**config.mk**
```make
export PLATFORM = sky130hd
export DESIGN_NAME = thermal_and_clkout_regs
export DESIGN_NICKNAME = d
export VERILOG_FILES = /design/src/design/thermal_clkout_pkg.sv /design/src/design/thermal_and_clkout_regs.sv
export VERILOG_INCLUDE_DIRS = /design/src /design/src/design
export SDC_FILE = /design/constraint.sdc
export NUM_CORES = 1
export LEC_CHECK = 0
export BUFFER_PORTS_ARGS = -buffer_cell sky130_fd_sc_hd__buf_2
export CAP_MARGIN = 20
export CORE_MARGIN = 4
export CORE_UTILIZATION = 41
export CTS_CLUSTER_SIZE = 20
export DETAILED_ROUTE_END_ITERATION = 7
export PLACE_DENSITY = 0.75
export SLEW_MARGIN = 30
export SYNTH_ARGS = -nofsm -noshare
export SYNTH_HDL_FRONTEND = slang
export SYNTH_SLANG_ARGS = --single-unit
```
**constraint.sdc**
```tcl
create_clock -name clk_sys -period 1.3 [get_ports clk_sys]
set_clock_uncertainty 0.1 [all_clocks]
set_input_delay 0.13 -clock clk_sys [delete_from_list [all_inputs] [get_ports clk_sys]]
set_output_delay 0.13 -clock clk_sys [all_outputs]
set_load 0.005 [all_outputs]
```
**src/design/thermal_clkout_cfg.svh**
```systemverilog
// Constants of the thermal and slow-clock-output register pair
`ifndef THERMAL_CLKOUT_CFG_SVH
`define THERMAL_CLKOUT_CFG_SVH
`define ADDR_THERMAL 8'h22
`define ADDR_CLKOUT 8'h23
`define THERMAL_RESET 8'h0d
`define HDSEL_RESET 2'h3
`define MON_EN_RESET 1'h1
`define BIT_HOT_DIE 5
`define BIT_SHUTDOWN 4
`define BIT_HDSEL_HI 3
`define BIT_HDSEL_LO 2
`define BIT_MON_EN 0
`define BIT_CLK_EN 0
`endif

```
**src/design/thermal_clkout_pkg.sv**
```systemverilog
// Types shared by the thermal and slow-clock-output registers
package thermal_clkout_pkg;
  typedef enum logic [1:0] {
    hd_117c,
    hd_121c,
    hd_125c,
    hd_130c
  } hd_threshold_t;

  typedef struct packed {
    logic [7:0] addr;
    logic [7:0] wdata;
    logic wr;
    logic rd;
  } reg_req_t;
endpackage : thermal_clkout_pkg

```
**src/design/thermal_and_clkout_regs.sv**
```systemverilog
// Thermal status/control and slow clock output control registers
//
// Behaviour
// - Thermal register at 0x22 resets to 0x0d
// - Thermal bits 7-6 and 1 read zero
// - Bit 5 shows hot-die threshold reached
// - Bit 4 shows shutdown detector output
// - Bits 3-2 select hot-die threshold, reset 11
// - Bit 0 enables shutdown monitor, reset 1
// - Clock register bit 0 gates the slow clock onto the output pin
// - Clock register 0x23, upper bits zero, factory reset
// - Factory-marked fields load from nonvolatile configuration
// - Strap-marked fields load from pin strapping
`timescale 1ns/1ns
`include "thermal_clkout_cfg.svh"

module thermal_and_clkout_regs
  import thermal_clkout_pkg::*;
(
  // Clock, reset, enable
  input wire logic clk_sys,
  input wire logic rst_b,
  input wire logic clk_en,
  // Register port from the serial interface
  input wire reg_req_t req,
  output logic [7:0] rdata,
  // Factory configuration, valid while power-on reset is released
  input wire logic otp_valid,
  input wire logic otp_clk_out_enable,
  // Analog detectors and oscillator
  input wire logic hot_die_detect,
  input wire logic shutdown_detect,
  input wire logic slow_clock_in,
  // Control toward the analog side
  output hd_threshold_t hot_die_threshold_select,
  output logic shutdown_monitor_enable,
  output logic slow_clock_output_pin
);

  // ==========================================================
  // Functions
  function automatic logic hit(input logic [7:0] a, input logic [7:0] target);
    hit = (a == target);
  endfunction : hit

  // ==========================================================
  // State
  logic hot_die_flag;
  logic overtemp_shutdown_flag;
  logic slow_clock_output_enable;
  logic otp_loaded;
  logic [7:0] thermal_status_control;
  logic [7:0] slow_clock_output_control;
  logic [7:0] next_rdata;

  // ==========================================================
  // Thermal control fields
  always_ff @(posedge clk_sys or negedge rst_b) begin
    if (!rst_b) begin
      hot_die_threshold_select <= hd_threshold_t'(`HDSEL_RESET);
      shutdown_monitor_enable <= `MON_EN_RESET;
    end else if (clk_en && req.wr && hit(req.addr, `ADDR_THERMAL)) begin
      // Only the writable fields are taken from the write data
      hot_die_threshold_select <= hd_threshold_t'(req.wdata[`BIT_HDSEL_HI:`BIT_HDSEL_LO]);
      shutdown_monitor_enable <= req.wdata[`BIT_MON_EN];
    end
  end

  // ==========================================================
  // Detector status, registered so reads see a stable level
  always_ff @(posedge clk_sys or negedge rst_b) begin
    if (!rst_b) begin
      hot_die_flag <= 1'b0;
      overtemp_shutdown_flag <= 1'b0;
    end else if (clk_en) begin
      hot_die_flag <= hot_die_detect;
      overtemp_shutdown_flag <= shutdown_detect;
    end
  end

  // ==========================================================
  // Clock output enable, factory value taken once after reset release
  // Async reset can only load a constant, so the factory value follows on otp_valid
  always_ff @(posedge clk_sys or negedge rst_b) begin
    if (!rst_b) begin
      slow_clock_output_enable <= 1'b0;
      otp_loaded <= 1'b0;
    end else if (clk_en) begin
      // No strap-marked field here, so only the factory value enters
      if (!otp_loaded && otp_valid) begin
        slow_clock_output_enable <= otp_clk_out_enable;
        otp_loaded <= 1'b1;
      end else if (req.wr && hit(req.addr, `ADDR_CLKOUT)) begin
        slow_clock_output_enable <= req.wdata[`BIT_CLK_EN];
      end
    end
  end

  // ==========================================================
  // Read path
  always_comb begin
    thermal_status_control = 8'h00;
    thermal_status_control[`BIT_HOT_DIE] = hot_die_flag;
    thermal_status_control[`BIT_SHUTDOWN] = overtemp_shutdown_flag;
    thermal_status_control[`BIT_HDSEL_HI:`BIT_HDSEL_LO] = hot_die_threshold_select;
    thermal_status_control[`BIT_MON_EN] = shutdown_monitor_enable;
    slow_clock_output_control = 8'h00;
    slow_clock_output_control[`BIT_CLK_EN] = slow_clock_output_enable;
    next_rdata = 8'h00;
    if (hit(req.addr, `ADDR_THERMAL)) begin
      next_rdata = thermal_status_control;
    end else if (hit(req.addr, `ADDR_CLKOUT)) begin
      next_rdata = slow_clock_output_control;
    end
  end

  always_ff @(posedge clk_sys or negedge rst_b) begin
    if (!rst_b) begin
      rdata <= 8'h00;
    end else if (clk_en && req.rd) begin
      rdata <= next_rdata;
    end
  end

  // Gated, not registered, so the pin follows the oscillator edge for edge
  assign slow_clock_output_pin = slow_clock_output_enable & slow_clock_in;

endmodule : thermal_and_clkout_regs

```
# Yosys cells after proc, flatten, opt, wreduce, memory -nomap -nowiden
# Cells that the tools add are included.
[totals]
ff_bits = 15
input_bits = 26
out_inout_bits = 12
word_cells = 23
[op_classes]
eq_ne = 2
n_mux = 4
bitwise_logic = 1
reduce_logical = 9
[ops]
columns = ["cell", "n"]
rows = [
  ["$eq A8 B6 Y1 const B", 2],
  ["$mux W6", 1],
  ["$logic_and A1 B1 Y1", 5],
  ["$reduce_and A2 Y1", 2],
  ["$mux W1", 3],
  ["$reduce_bool A2 Y1", 1],
  ["$and A1 B1 Y1", 1],
  ["$logic_not A1 Y1", 1],
]

# Logic depth before layout (Yosys ltp)
# Gate-level depths: netlist of run 1.
[logic_depth]
ltp_word = 4
mapped_depth = 4
ltp_nobuf = 3

# Least setup slack after synthesis of run 1
# No wires, ideal clock.
[synth_timing]
path_kind = "input to register"
startpoint = "input req[14] (netlist bit)"
endpoint = "register hot_die_threshold_select[0]"
setup_ns = 0.082
t_arrival_ns = 1.044
t_required_ns = 1.118
setup_slack_ns = 0.073
cell_stages = 3
path_buffers = 0
path_cell_list = "nor4b_4 nand4_4 mux2_4"
[synth_via]
elab_chain_len = 2
[synth_rtl]
columns = ["element", "line", "rtl"]
rows = [
  ["from (decl)", "thermal_and_clkout_regs.sv:25", "input wire reg_req_t req,"],
  ["$eq A8 B6 Y1", "thermal_and_clkout_regs.sv:43", "hit = (a == target);"],
  ["$logic_and A1 B1 Y1", "thermal_and_clkout_regs.sv:62", "end else if (clk_en && req.wr && hit(req.addr, `ADDR_THERMAL)) begin"],
  ["to (signal assigned)", "thermal_and_clkout_regs.sv:60", "hot_die_threshold_select <= hd_threshold_t'(`HDSEL_RESET);"],
  ["to (signal assigned)", "thermal_and_clkout_regs.sv:64", "hot_die_threshold_select <= hd_threshold_t'(req.wdata[`BIT_HDSEL_HI:`BIT_HDSEL_LO]);"],
  ["to (decl)", "thermal_and_clkout_regs.sv:35", "output hd_threshold_t hot_die_threshold_select,"],
]
# Every way passes these cells.
# A chain may end at the register's enable or synchronous reset.

# Worst setup path in the final report of run 1
[layout_timing]
startpoint = "register hot_die_threshold_select[1]"
endpoint = "output hot_die_threshold_select[1]"
# No word-level cell between the ends.

==> results.sh, run 1 <==
export IMPL_fmax_ghz=0.857
export IMPL_synth_simple_gate_area_share_pct=25.9
export IMPL_htreeDepth=1
export IMPL_antenna_found_initial=0
export IMPL_cts_root_buffer="clkbuf_4"
export IMPL_synth_avg_cell_area_um2=12.0
export IMPL_die_area_um2=2250
export IMPL_seqPwrFrac_pct=52.8
export IMPL_finalSetupTns_ns=0
export IMPL_rsz0062_at_grt="false"
export IMPL_postRouteAntennaNets=0
export IMPL_grtUsageTotal_pct=14.9
export IMPL_path_buf_inv=1
export IMPL_core_area_um2=1380
export IMPL_worst_setup_path_type="flop to primary output"
export IMPL_critPathLaunchType="flop"
export IMPL_cts_tree="yes"
export IMPL_status="completed"
export IMPL_post_cts_buffers=0
export IMPL_seq_area_frac_synth_pct=47.7
export IMPL_via_count=555
export IMPL_final_common_cell="buf_2"
export IMPL_cp_max_fo=3
export IMPL_period_share_pct=89.8
export IMPL_synthAdderAreaFrac_pct=0
export IMPL_vias_per_cell=5.24
export IMPL_cp_slowest_cell="dfstp_2"
export IMPL_place_congestion=0.670
export IMPL_drv_cap=0
export IMPL_grt_max_degree=13
export IMPL_postLayoutCoreUtil_pct=63.1
export IMPL_dr_pass1_iters=4
export IMPL_min_path_type="input port to flop"
export IMPL_synth_xor_area_share_pct=0
export IMPL_critPathCaptureType="primary output"
export IMPL_powerDensity_nw_per_um2=867
export IMPL_hpwl_um=1110
export IMPL_initial_core_util_pct=46.1
export IMPL_route_detailed_drc=0
export IMPL_io_pins=38
export IMPL_timing_final_crit_period_ns=1.17
export IMPL_first_iter_violations=20
export IMPL_slowest_delay_ns=0.56
export IMPL_irDropWorstVdd_v=0.000645
export IMPL_synth_top_family_by_area="simple AND/OR/NAND/NOR gates"
export IMPL_grt_ovfl_total=0
export IMPL_critPathRequiredTime_ns=1.07
export IMPL_crit_family="flip-flops"
export IMPL_switching_share_pct=24.4
export IMPL_leakagePower_uw=0.000443
export IMPL_diodes=0
export IMPL_drive_above_1_share_pct=50.5
export IMPL_hold_violations=0
export IMPL_setup_viol=0
export IMPL_grt_pass1_wl_um=2300
export IMPL_synth_seq_cells=12
export IMPL_power_share_combinational_pct=15.4
export IMPL_syn2layout_area_growth_pct=36.9
export IMPL_clock_power_share_pct=31.8
export IMPL_path_cells="buf_2"
export IMPL_arrival_ns=0.94
export IMPL_die_y_um=47.4
export IMPL_wirelength_um=1470
export IMPL_wl_per_cell_um=13.8
export IMPL_io_buffers=29
export IMPL_clock_tree_buffer_depth=2
export IMPL_p_int_uw=572
export IMPL_yosys_warnings=0
export IMPL_syn_area_um2=637
export IMPL_final_cell_mix="29 x buf_2, 9 x dfrtp_1, 6 x o21ai_0, 6 x nand2_1, 5 x dlygate4sd3_1"
export IMPL_grt_pass1_vias=540
export IMPL_clk_pin_slew_worst_paths_ns=0.07
export IMPL_numCtsBuffers=3
export IMPL_synthMuxAreaShare_pct=15.5
export IMPL_nNetsFinal=118
export IMPL_clk_latency_ns=0.27
export IMPL_synth_distinct_cells=21
export IMPL_cts_sinks=12
export IMPL_postSynthCellCount=53
export IMPL_finalMaxSlewViolations=0
export IMPL_p_switching_uw=184
export IMPL_die_width_um=47.4
export IMPL_synth_compound_area_share_pct=5.89
export IMPL_rows=13
-- layout make-up --
| cell class | count | area, um2 |
|---|---|---|
| fillers | 116 | 510 |
| well taps | 15 | 18.8 |
| multi-input cells | 39 | 313 |
| repair buffers | 36 | 210 |
| clock buffers | 4 | 26.3 |
| flip-flops and latches | 12 | 304 |
-- path summary, 6_finish.rpt --
path | from | endpoint | slack [ns] | cells after the start
min in group asynchronous | rst_b | hot_die_flag | 0.15 | 2
worst min register to register | rdata[0] | rdata[0] | 0.38 | 2
max in group asynchronous | rst_b | hot_die_threshold_select[1] | 0.67 | 2
worst min-delay path | req[2] | shutdown_monitor_enable | 0.02 | 2
worst max register to register | shutdown_monitor_enable | rdata[0] | 0.21 | 3
worst max-delay path | hot_die_threshold_select[1] | hot_die_threshold_select[1] | 0.13 | 1
-- layer usage --
metal	vias to the layer above	track usage, %	wire, um
met5	-	0	0
met4	0	6.63	16
met3	2	2.63	162
met2	35	25.1	724
met1	257	18.6	563
li1	261	-	-
-- cell usage after synthesis, drive strengths merged --
library cell | count | area share [%]
a21o | 1 | 1.2
and2 | 1 | 0.98
and3 | 1 | 0.98
buf | 4 | 4.3
conb | 1 | 0.59
dfrtp | 9 | 35
dfstp | 3 | 12
mux2 | 6 | 12
mux2i | 2 | 3.1
nand2 | 6 | 3.5
nand3 | 4 | 3.1
nand3b | 1 | 1.2
nand4 | 3 | 5.3
nand4bb | 1 | 1.8
nor2 | 1 | 0.59
nor2b | 1 | 0.98
nor4b | 2 | 7.5
o21ai | 6 | 4.7
-- what timing repair did --
action,in CTS,in global routing
endpoints found under the hold margin,16,0
hold buffers,5,0
resized for setup,0,0
-- metrics by stage --
| stage | instance area, um2 | hold WS [ns] | total power [uW] | setup WS, ns | cells |
|---|---|---|---|---|---|
| 2_1_floorplan | 644 | -0.266 | 455 | 0.0735 | 55 |
| 3_3_place_gp | 796 | -0.0860 | 507 | 0.0263 | 97 |
| 3_5_place_dp | 796 | -0.0823 | 511 | -0.0111 | 97 |
| 4_1_cts | 872 | 0.0162 | 759 | 0.135 | 106 |
| 5_1_grt | 872 | 0.0204 | 789 | 0.0611 | 106 |
| 6_report | 872 | 0.0219 | 756 | 0.133 | 106 |
-- registers in the layout, summed over array words and instances (netlist names) --
name,flops
overtemp_shutdown_flag,1
slow_clock_output_enable,1
otp_loaded,1
rdata,5
shutdown_monitor_enable,1
hot_die_threshold_select,2
hot_die_flag,1
-- power groups by stage --
stage,logic [uW],clock network [uW],registers (uW)
floorplan,51.5,0,404
global placement,101,0,406
detailed placement,104,0,407
CTS,117,243,400
global route,129,258,402
finish,117,240,400
-- logic make-up after synthesis --
logic type | after synthesis
other cells | 1
flops | 12
buf+inv | 4
mux | 8
compound gates | 7
simple gates | 21
-- worst reg2reg max path: cells and delay by family (launching register included) --
kind,cells,cell delay [ns]
AO/OA/AOI/OAI,1,0.14
flip-flops,1,0.54
multiplexers,1,0.15
AND/OR/NAND/NOR,1,0.09
Note: power is estimated with default switching activity, not from simulation.
==> run 2, diff against run 1 <==
--- a/config.mk
+++ b/config.mk
@@ -13,6 +13,7 @@
 export CTS_CLUSTER_SIZE = 20
 export DETAILED_ROUTE_END_ITERATION = 7
 export PLACE_DENSITY = 0.75
+export REMOVE_ABC_BUFFERS = 1
 export SLEW_MARGIN = 30
 export SYNTH_ARGS = -nofsm -noshare
 export SYNTH_HDL_FRONTEND = slang
==> results.sh, run 2 (synthesized netlist as in run 1, its figures left out) <==
export IMPL_status="completed"
export IMPL_cts_sinks=12
export IMPL_nNetsFinal=120
export IMPL_final_cell_mix="29 x buf_2, 9 x dfrtp_1, 7 x dlygate4sd3_1"
export IMPL_grtUsageMet2_pct=26.7
export IMPL_irDropWorstVdd_v=0.000579
export IMPL_clock_tree_buffer_depth=2
export IMPL_regMostFlops="rdata"
export IMPL_post_cts_resized=0
export IMPL_cp_slowest_cell="dfstp_2"
export IMPL_hold_violations=0
export IMPL_route_detailed_drc=0
export IMPL_path_buf_inv=1
export IMPL_seqPwrFrac_pct=48.1
export IMPL_slowest_delay_ns=0.55
export IMPL_largest_reg_flops=5
export IMPL_setup_viol=0
export IMPL_busiest_layer="met2"
export IMPL_post_cts_buffers=0
export IMPL_arrival_ns=0.94
export IMPL_min_path_type="input port to flop"
export IMPL_clock_power_share_pct=37.2
export IMPL_fmax_ghz=0.855
export IMPL_path_cells="buf_2"
export IMPL_powerDensity_nw_per_um2=922
export IMPL_initial_core_util_pct=46.1
export IMPL_p_int_uw=628
export IMPL_regToRegSetupSlack_ns=0.18
export IMPL_critPathCaptureType="primary output"
export IMPL_cts_root_buffer="clkbuf_4"
export IMPL_cts_tree="yes"
export IMPL_switching_share_pct=24.6
export IMPL_die_area_um2=2250
export IMPL_wl_per_cell_um=14.2
export IMPL_use_met3_pct=2.26
export IMPL_drive_above_1_share_pct=50.5
export IMPL_postLayoutCoreUtil_pct=65.2
export IMPL_grt_pass1_wl_um=2280
export IMPL_wirelength_um=1530
export IMPL_io_buffers=29
export IMPL_htreeDepth=1
export IMPL_postRouteAntennaNets=0
export IMPL_antenna_found_initial=0
export IMPL_top_regs="rdata: 5 flops, hot_die_threshold_select: 2 flops"
export IMPL_critPathRequiredTime_ns=1.07
export IMPL_finalSetupTns_ns=0
export IMPL_grtUsageTotal_pct=15.0
export IMPL_diodes=0
export IMPL_via_count=539
export IMPL_final_common_cell="buf_2"
export IMPL_grtUsageMet1_pct=16.9
export IMPL_hpwl_um=1170
export IMPL_grt_ovfl_total=0
export IMPL_fillers=103
export IMPL_io_pins=38
export IMPL_drv_cap=0
export IMPL_rows=13
export IMPL_finalMaxSlewViolations=0
export IMPL_dr_pass1_iters=2
export IMPL_die_y_um=47.4
export IMPL_numCtsBuffers=3
export IMPL_p_switching_uw=204
export IMPL_cp_max_fo=3
export IMPL_syn2layout_area_growth_pct=41.7
export IMPL_crit_family="flip-flops"
export IMPL_leakagePower_uw=0.000458
export IMPL_clk_pin_slew_worst_paths_ns=0.08
export IMPL_clk_latency_ns=0.28
export IMPL_timing_final_crit_period_ns=1.17
export IMPL_grt_max_degree=13
export IMPL_critPathLaunchType="flop"
export IMPL_place_congestion=0.694
export IMPL_vias_per_cell=4.99
export IMPL_worst_setup_path_type="flop to primary output"
export IMPL_rsz0062_at_grt="false"
export IMPL_die_width_um=47.4
export IMPL_power_share_combinational_pct=14.7
export IMPL_grt_pass1_vias=547
export IMPL_core_area_um2=1380
export IMPL_period_share_pct=90.0
export IMPL_first_iter_violations=3
==> run 2: changes by cell type in the layout (fill, tap and decap cells not counted), sizes merged <==
cell / before / now
dlygate4sd3: 5 / 7
==> run 2: worst paths after layout <==
check                                       startpoint  cells past startpoint                     endpoint
setup / recovery           hot_die_threshold_select[1]                      1  hot_die_threshold_select[1]
hold / removal                                 req[11]                      3                     rdata[0]
setup reg to reg               shutdown_monitor_enable                      3                     rdata[0]
min in group asynchronous                        rst_b                      2                 hot_die_flag
hold reg to reg                               rdata[0]                      2                     rdata[0]
max in group asynchronous                        rst_b                      2  hot_die_threshold_select[0]
==> run 2: through the flow <==
step	total power [uW]	cells	instance area [um2]	hold slack, ns	setup slack [ns]
detailed placement	513	97	796	-0.0756	-0.0160
finish	832	108	902	0.0432	0.130
floorplan	445	51	617	-0.266	0.0735
global route	864	108	902	0.0643	0.0976
CTS	836	108	902	0.0474	0.117
global placement	507	97	796	-0.0852	0.0178
==> run 2: routing by layer <==
layer,part of all wire [%],wire (um)
met1,38,586
met3,4.8,73
met4,1.9,29
met5,0,0
met2,55,844
==> run 2: repair_timing <==
action	in CTS	in global routing
hold buffers	7	0
setup endpoints to repair	0	0
endpoints found under the hold margin	18	0
==> run 2: cell type report <==
| type | instances | area (um2) | share of cell area, % |
|---|---|---|---|
| clock buffer | 4 | 36.3 | 4.02 |
| multi-input combinational | 39 | 313 | 34.7 |
| sequential | 12 | 304 | 33.7 |
| tap | 15 | 18.8 | 2.08 |
| timing repair buffer | 38 | 230 | 25.5 |
==> run 2: worst register-to-register path, stage by stage (launching register included) <==
cell	delay [ns]
dfstp_2	0.55
mux2_2	0.15
nand4_1	0.09
o21ai_0	0.15
==> run 2: power groups by stage <==
| stage | registers, uW | clock network [uW] | logic [uW] |
|---|---|---|---|
| after CTS | 400 | 313 | 122 |
| after global placement | 406 | 0 | 101 |
| after floorplan | 404 | 0 | 40.7 |
| after global routing | 402 | 327 | 135 |
| final | 400 | 310 | 122 |
| after detailed placement | 407 | 0 | 106 |
==> run 3, diff against run 2 <==
==> constraint.sdc (replaced) <==
create_clock -name clk_sys -period 1.3 [get_ports clk_sys]
set_clock_uncertainty 0.1 [all_clocks]
set_input_delay 0.26 -clock clk_sys [delete_from_list [all_inputs] [get_ports clk_sys]]
set_output_delay 0.26 -clock clk_sys [all_outputs]
set_load 0.005 [all_outputs]
==> results.sh, run 3 (synthesized netlist as in run 1, its figures left out) <==
export IMPL_clock_tree_buffer_depth=2
export IMPL_antenna_found_initial=0
export IMPL_cts_sinks=12
export IMPL_status="completed"
export IMPL_largest_reg_flops=5
export IMPL_fmax_ghz=0.778
export IMPL_cp_slowest_cell="dfrtp_1"
export IMPL_cts_tree="yes"
export IMPL_fillers=117
export IMPL_finalSetupTns_ns=0
export IMPL_dr_pass1_iters=4
export IMPL_regMostFlops="rdata"
export IMPL_grt_pass1_wl_um=2260
export IMPL_path_cells="and2_1 > buf_2"
export IMPL_first_iter_violations=9
export IMPL_die_y_um=47.4
export IMPL_cp_max_fo=3
export IMPL_die_width_um=47.4
export IMPL_route_detailed_drc=0
export IMPL_final_cell_mix="28 x buf_2, 9 x dfrtp_1, 7 x buf_4"
export IMPL_place_congestion=0.693
export IMPL_wl_per_cell_um=13.8
export IMPL_multi_input_area_um2=313
export IMPL_rsz0062_at_grt="true"
export IMPL_drv_cap=0
export IMPL_via_count=540
export IMPL_nNetsFinal=119
export IMPL_hold_violations=0
export IMPL_leakagePower_uw=0.000459
export IMPL_clk_pin_slew_worst_paths_ns=0.08
export IMPL_grt_pass1_vias=556
export IMPL_final_common_cell="buf_2"
export IMPL_wirelength_um=1480
export IMPL_critPathLaunchType="flop"
export IMPL_diodes=0
export IMPL_grt_ovfl_total=0
export IMPL_period_share_pct=98.9
export IMPL_setup_viol=0
export IMPL_cts_root_buffer="clkbuf_4"
export IMPL_postRouteAntennaNets=0
export IMPL_worst_setup_path_type="flop to primary output"
export IMPL_final_cell_area_um2=886
export IMPL_htreeDepth=1
export IMPL_irDropWorstVdd_v=0.000700
export IMPL_io_buffers=29
export IMPL_arrival_ns=0.93
export IMPL_finalMaxSlewViolations=0
export IMPL_critPathCaptureType="primary output"
export IMPL_top_regs="rdata: 5 flops, hot_die_threshold_select: 2 flops"
export IMPL_drive_above_1_share_pct=56.5
export IMPL_syn2layout_area_growth_pct=39.1
export IMPL_slowest_delay_ns=0.40
export IMPL_die_area_um2=2250
export IMPL_core_area_um2=1380
export IMPL_powerDensity_nw_per_um2=935
export IMPL_io_pins=38
export IMPL_grt_max_degree=13
export IMPL_rows=13
export IMPL_numCtsBuffers=3
export IMPL_critPathRequiredTime_ns=0.94
export IMPL_initial_core_util_pct=46.1
export IMPL_clk_latency_ns=0.27
export IMPL_timing_final_crit_period_ns=1.29
export IMPL_vias_per_cell=5.05
export IMPL_place_area_um2=811
export IMPL_regArea_um2=304
export IMPL_grtUsageTotal_pct=14.3
export IMPL_min_path_type="input port to flop"
==> run 3: worst max-delay path: cells and delay by family (launching register included) <==
family	cells	cell delay (ns)
buf+inv	1	0.12
flops	1	0.40
simple gates	1	0.14
==> run 3: repair_timing <==
action / in CTS / in global routing
hold endpoints to repair: 9 / 0
gates resized for setup: 0 / 1
setup endpoints to repair: 1 / 3
buffers inserted: 1 / 2
pin swaps: 0 / 0
hold buffers: 1 / 0
==> run 3: layout make-up <==
class,instances,share of cell area (%)
sequential,12,34.3
timing repair buffer,37,24.2
tap,15,2.12
clock buffer,4,4.10
multi-input combinational,39,35.3
==> run 3: power by group <==
part | switching [uW] | leakage, uW | internal [uW] | total [uW]
Sequential | 9.49 | 0.000145 | 390 | 400
Clock | 135 | 0.0000210 | 170 | 305
Combinational | 55.1 | 0.000292 | 68.6 | 124
==> run 3: worst paths after layout <==
kind / from / to / slack (ns) / cells after the start
max: slow_clock_output_enable / slow_clock_output_pin / 0.01 / 2
min: shutdown_detect / overtemp_shutdown_flag / 0.11 / 2
max reg2reg: shutdown_monitor_enable / rdata[0] / 0.20 / 3
min reg2reg: rdata[0] / rdata[0] / 0.38 / 2
max in group asynchronous: rst_b / hot_die_threshold_select[1] / 0.54 / 2
min in group asynchronous: rst_b / hot_die_flag / 0.28 / 2
==> run 3: per-layer routing <==
metal	part of all wire (%)	up-vias	GRT usage (%)
met2	56	15	25.4
li1	-	265	-
met3	5.3	0	2.26
met5	0	-	0
met4	0	0	4.97
met1	38	260	17.4
==> run 3: per-stage QoR <==
step / total power, uW / util [%] / hold slack (ns) / std cells / worst slack (ns)
after CTS: 820 / 62.5 / 0.110 / 105 / 0.00312
after global routing: 872 / 64.1 / 0.102 / 107 / -0.0284
after detailed placement: 516 / 58.6 / 0.0540 / 99 / -0.147
final: 829 / 64.1 / 0.111 / 107 / 0.0144
after global placement: 512 / 58.6 / 0.0446 / 99 / -0.106
after floorplan: 445 / - / -0.136 / 51 / -0.0565
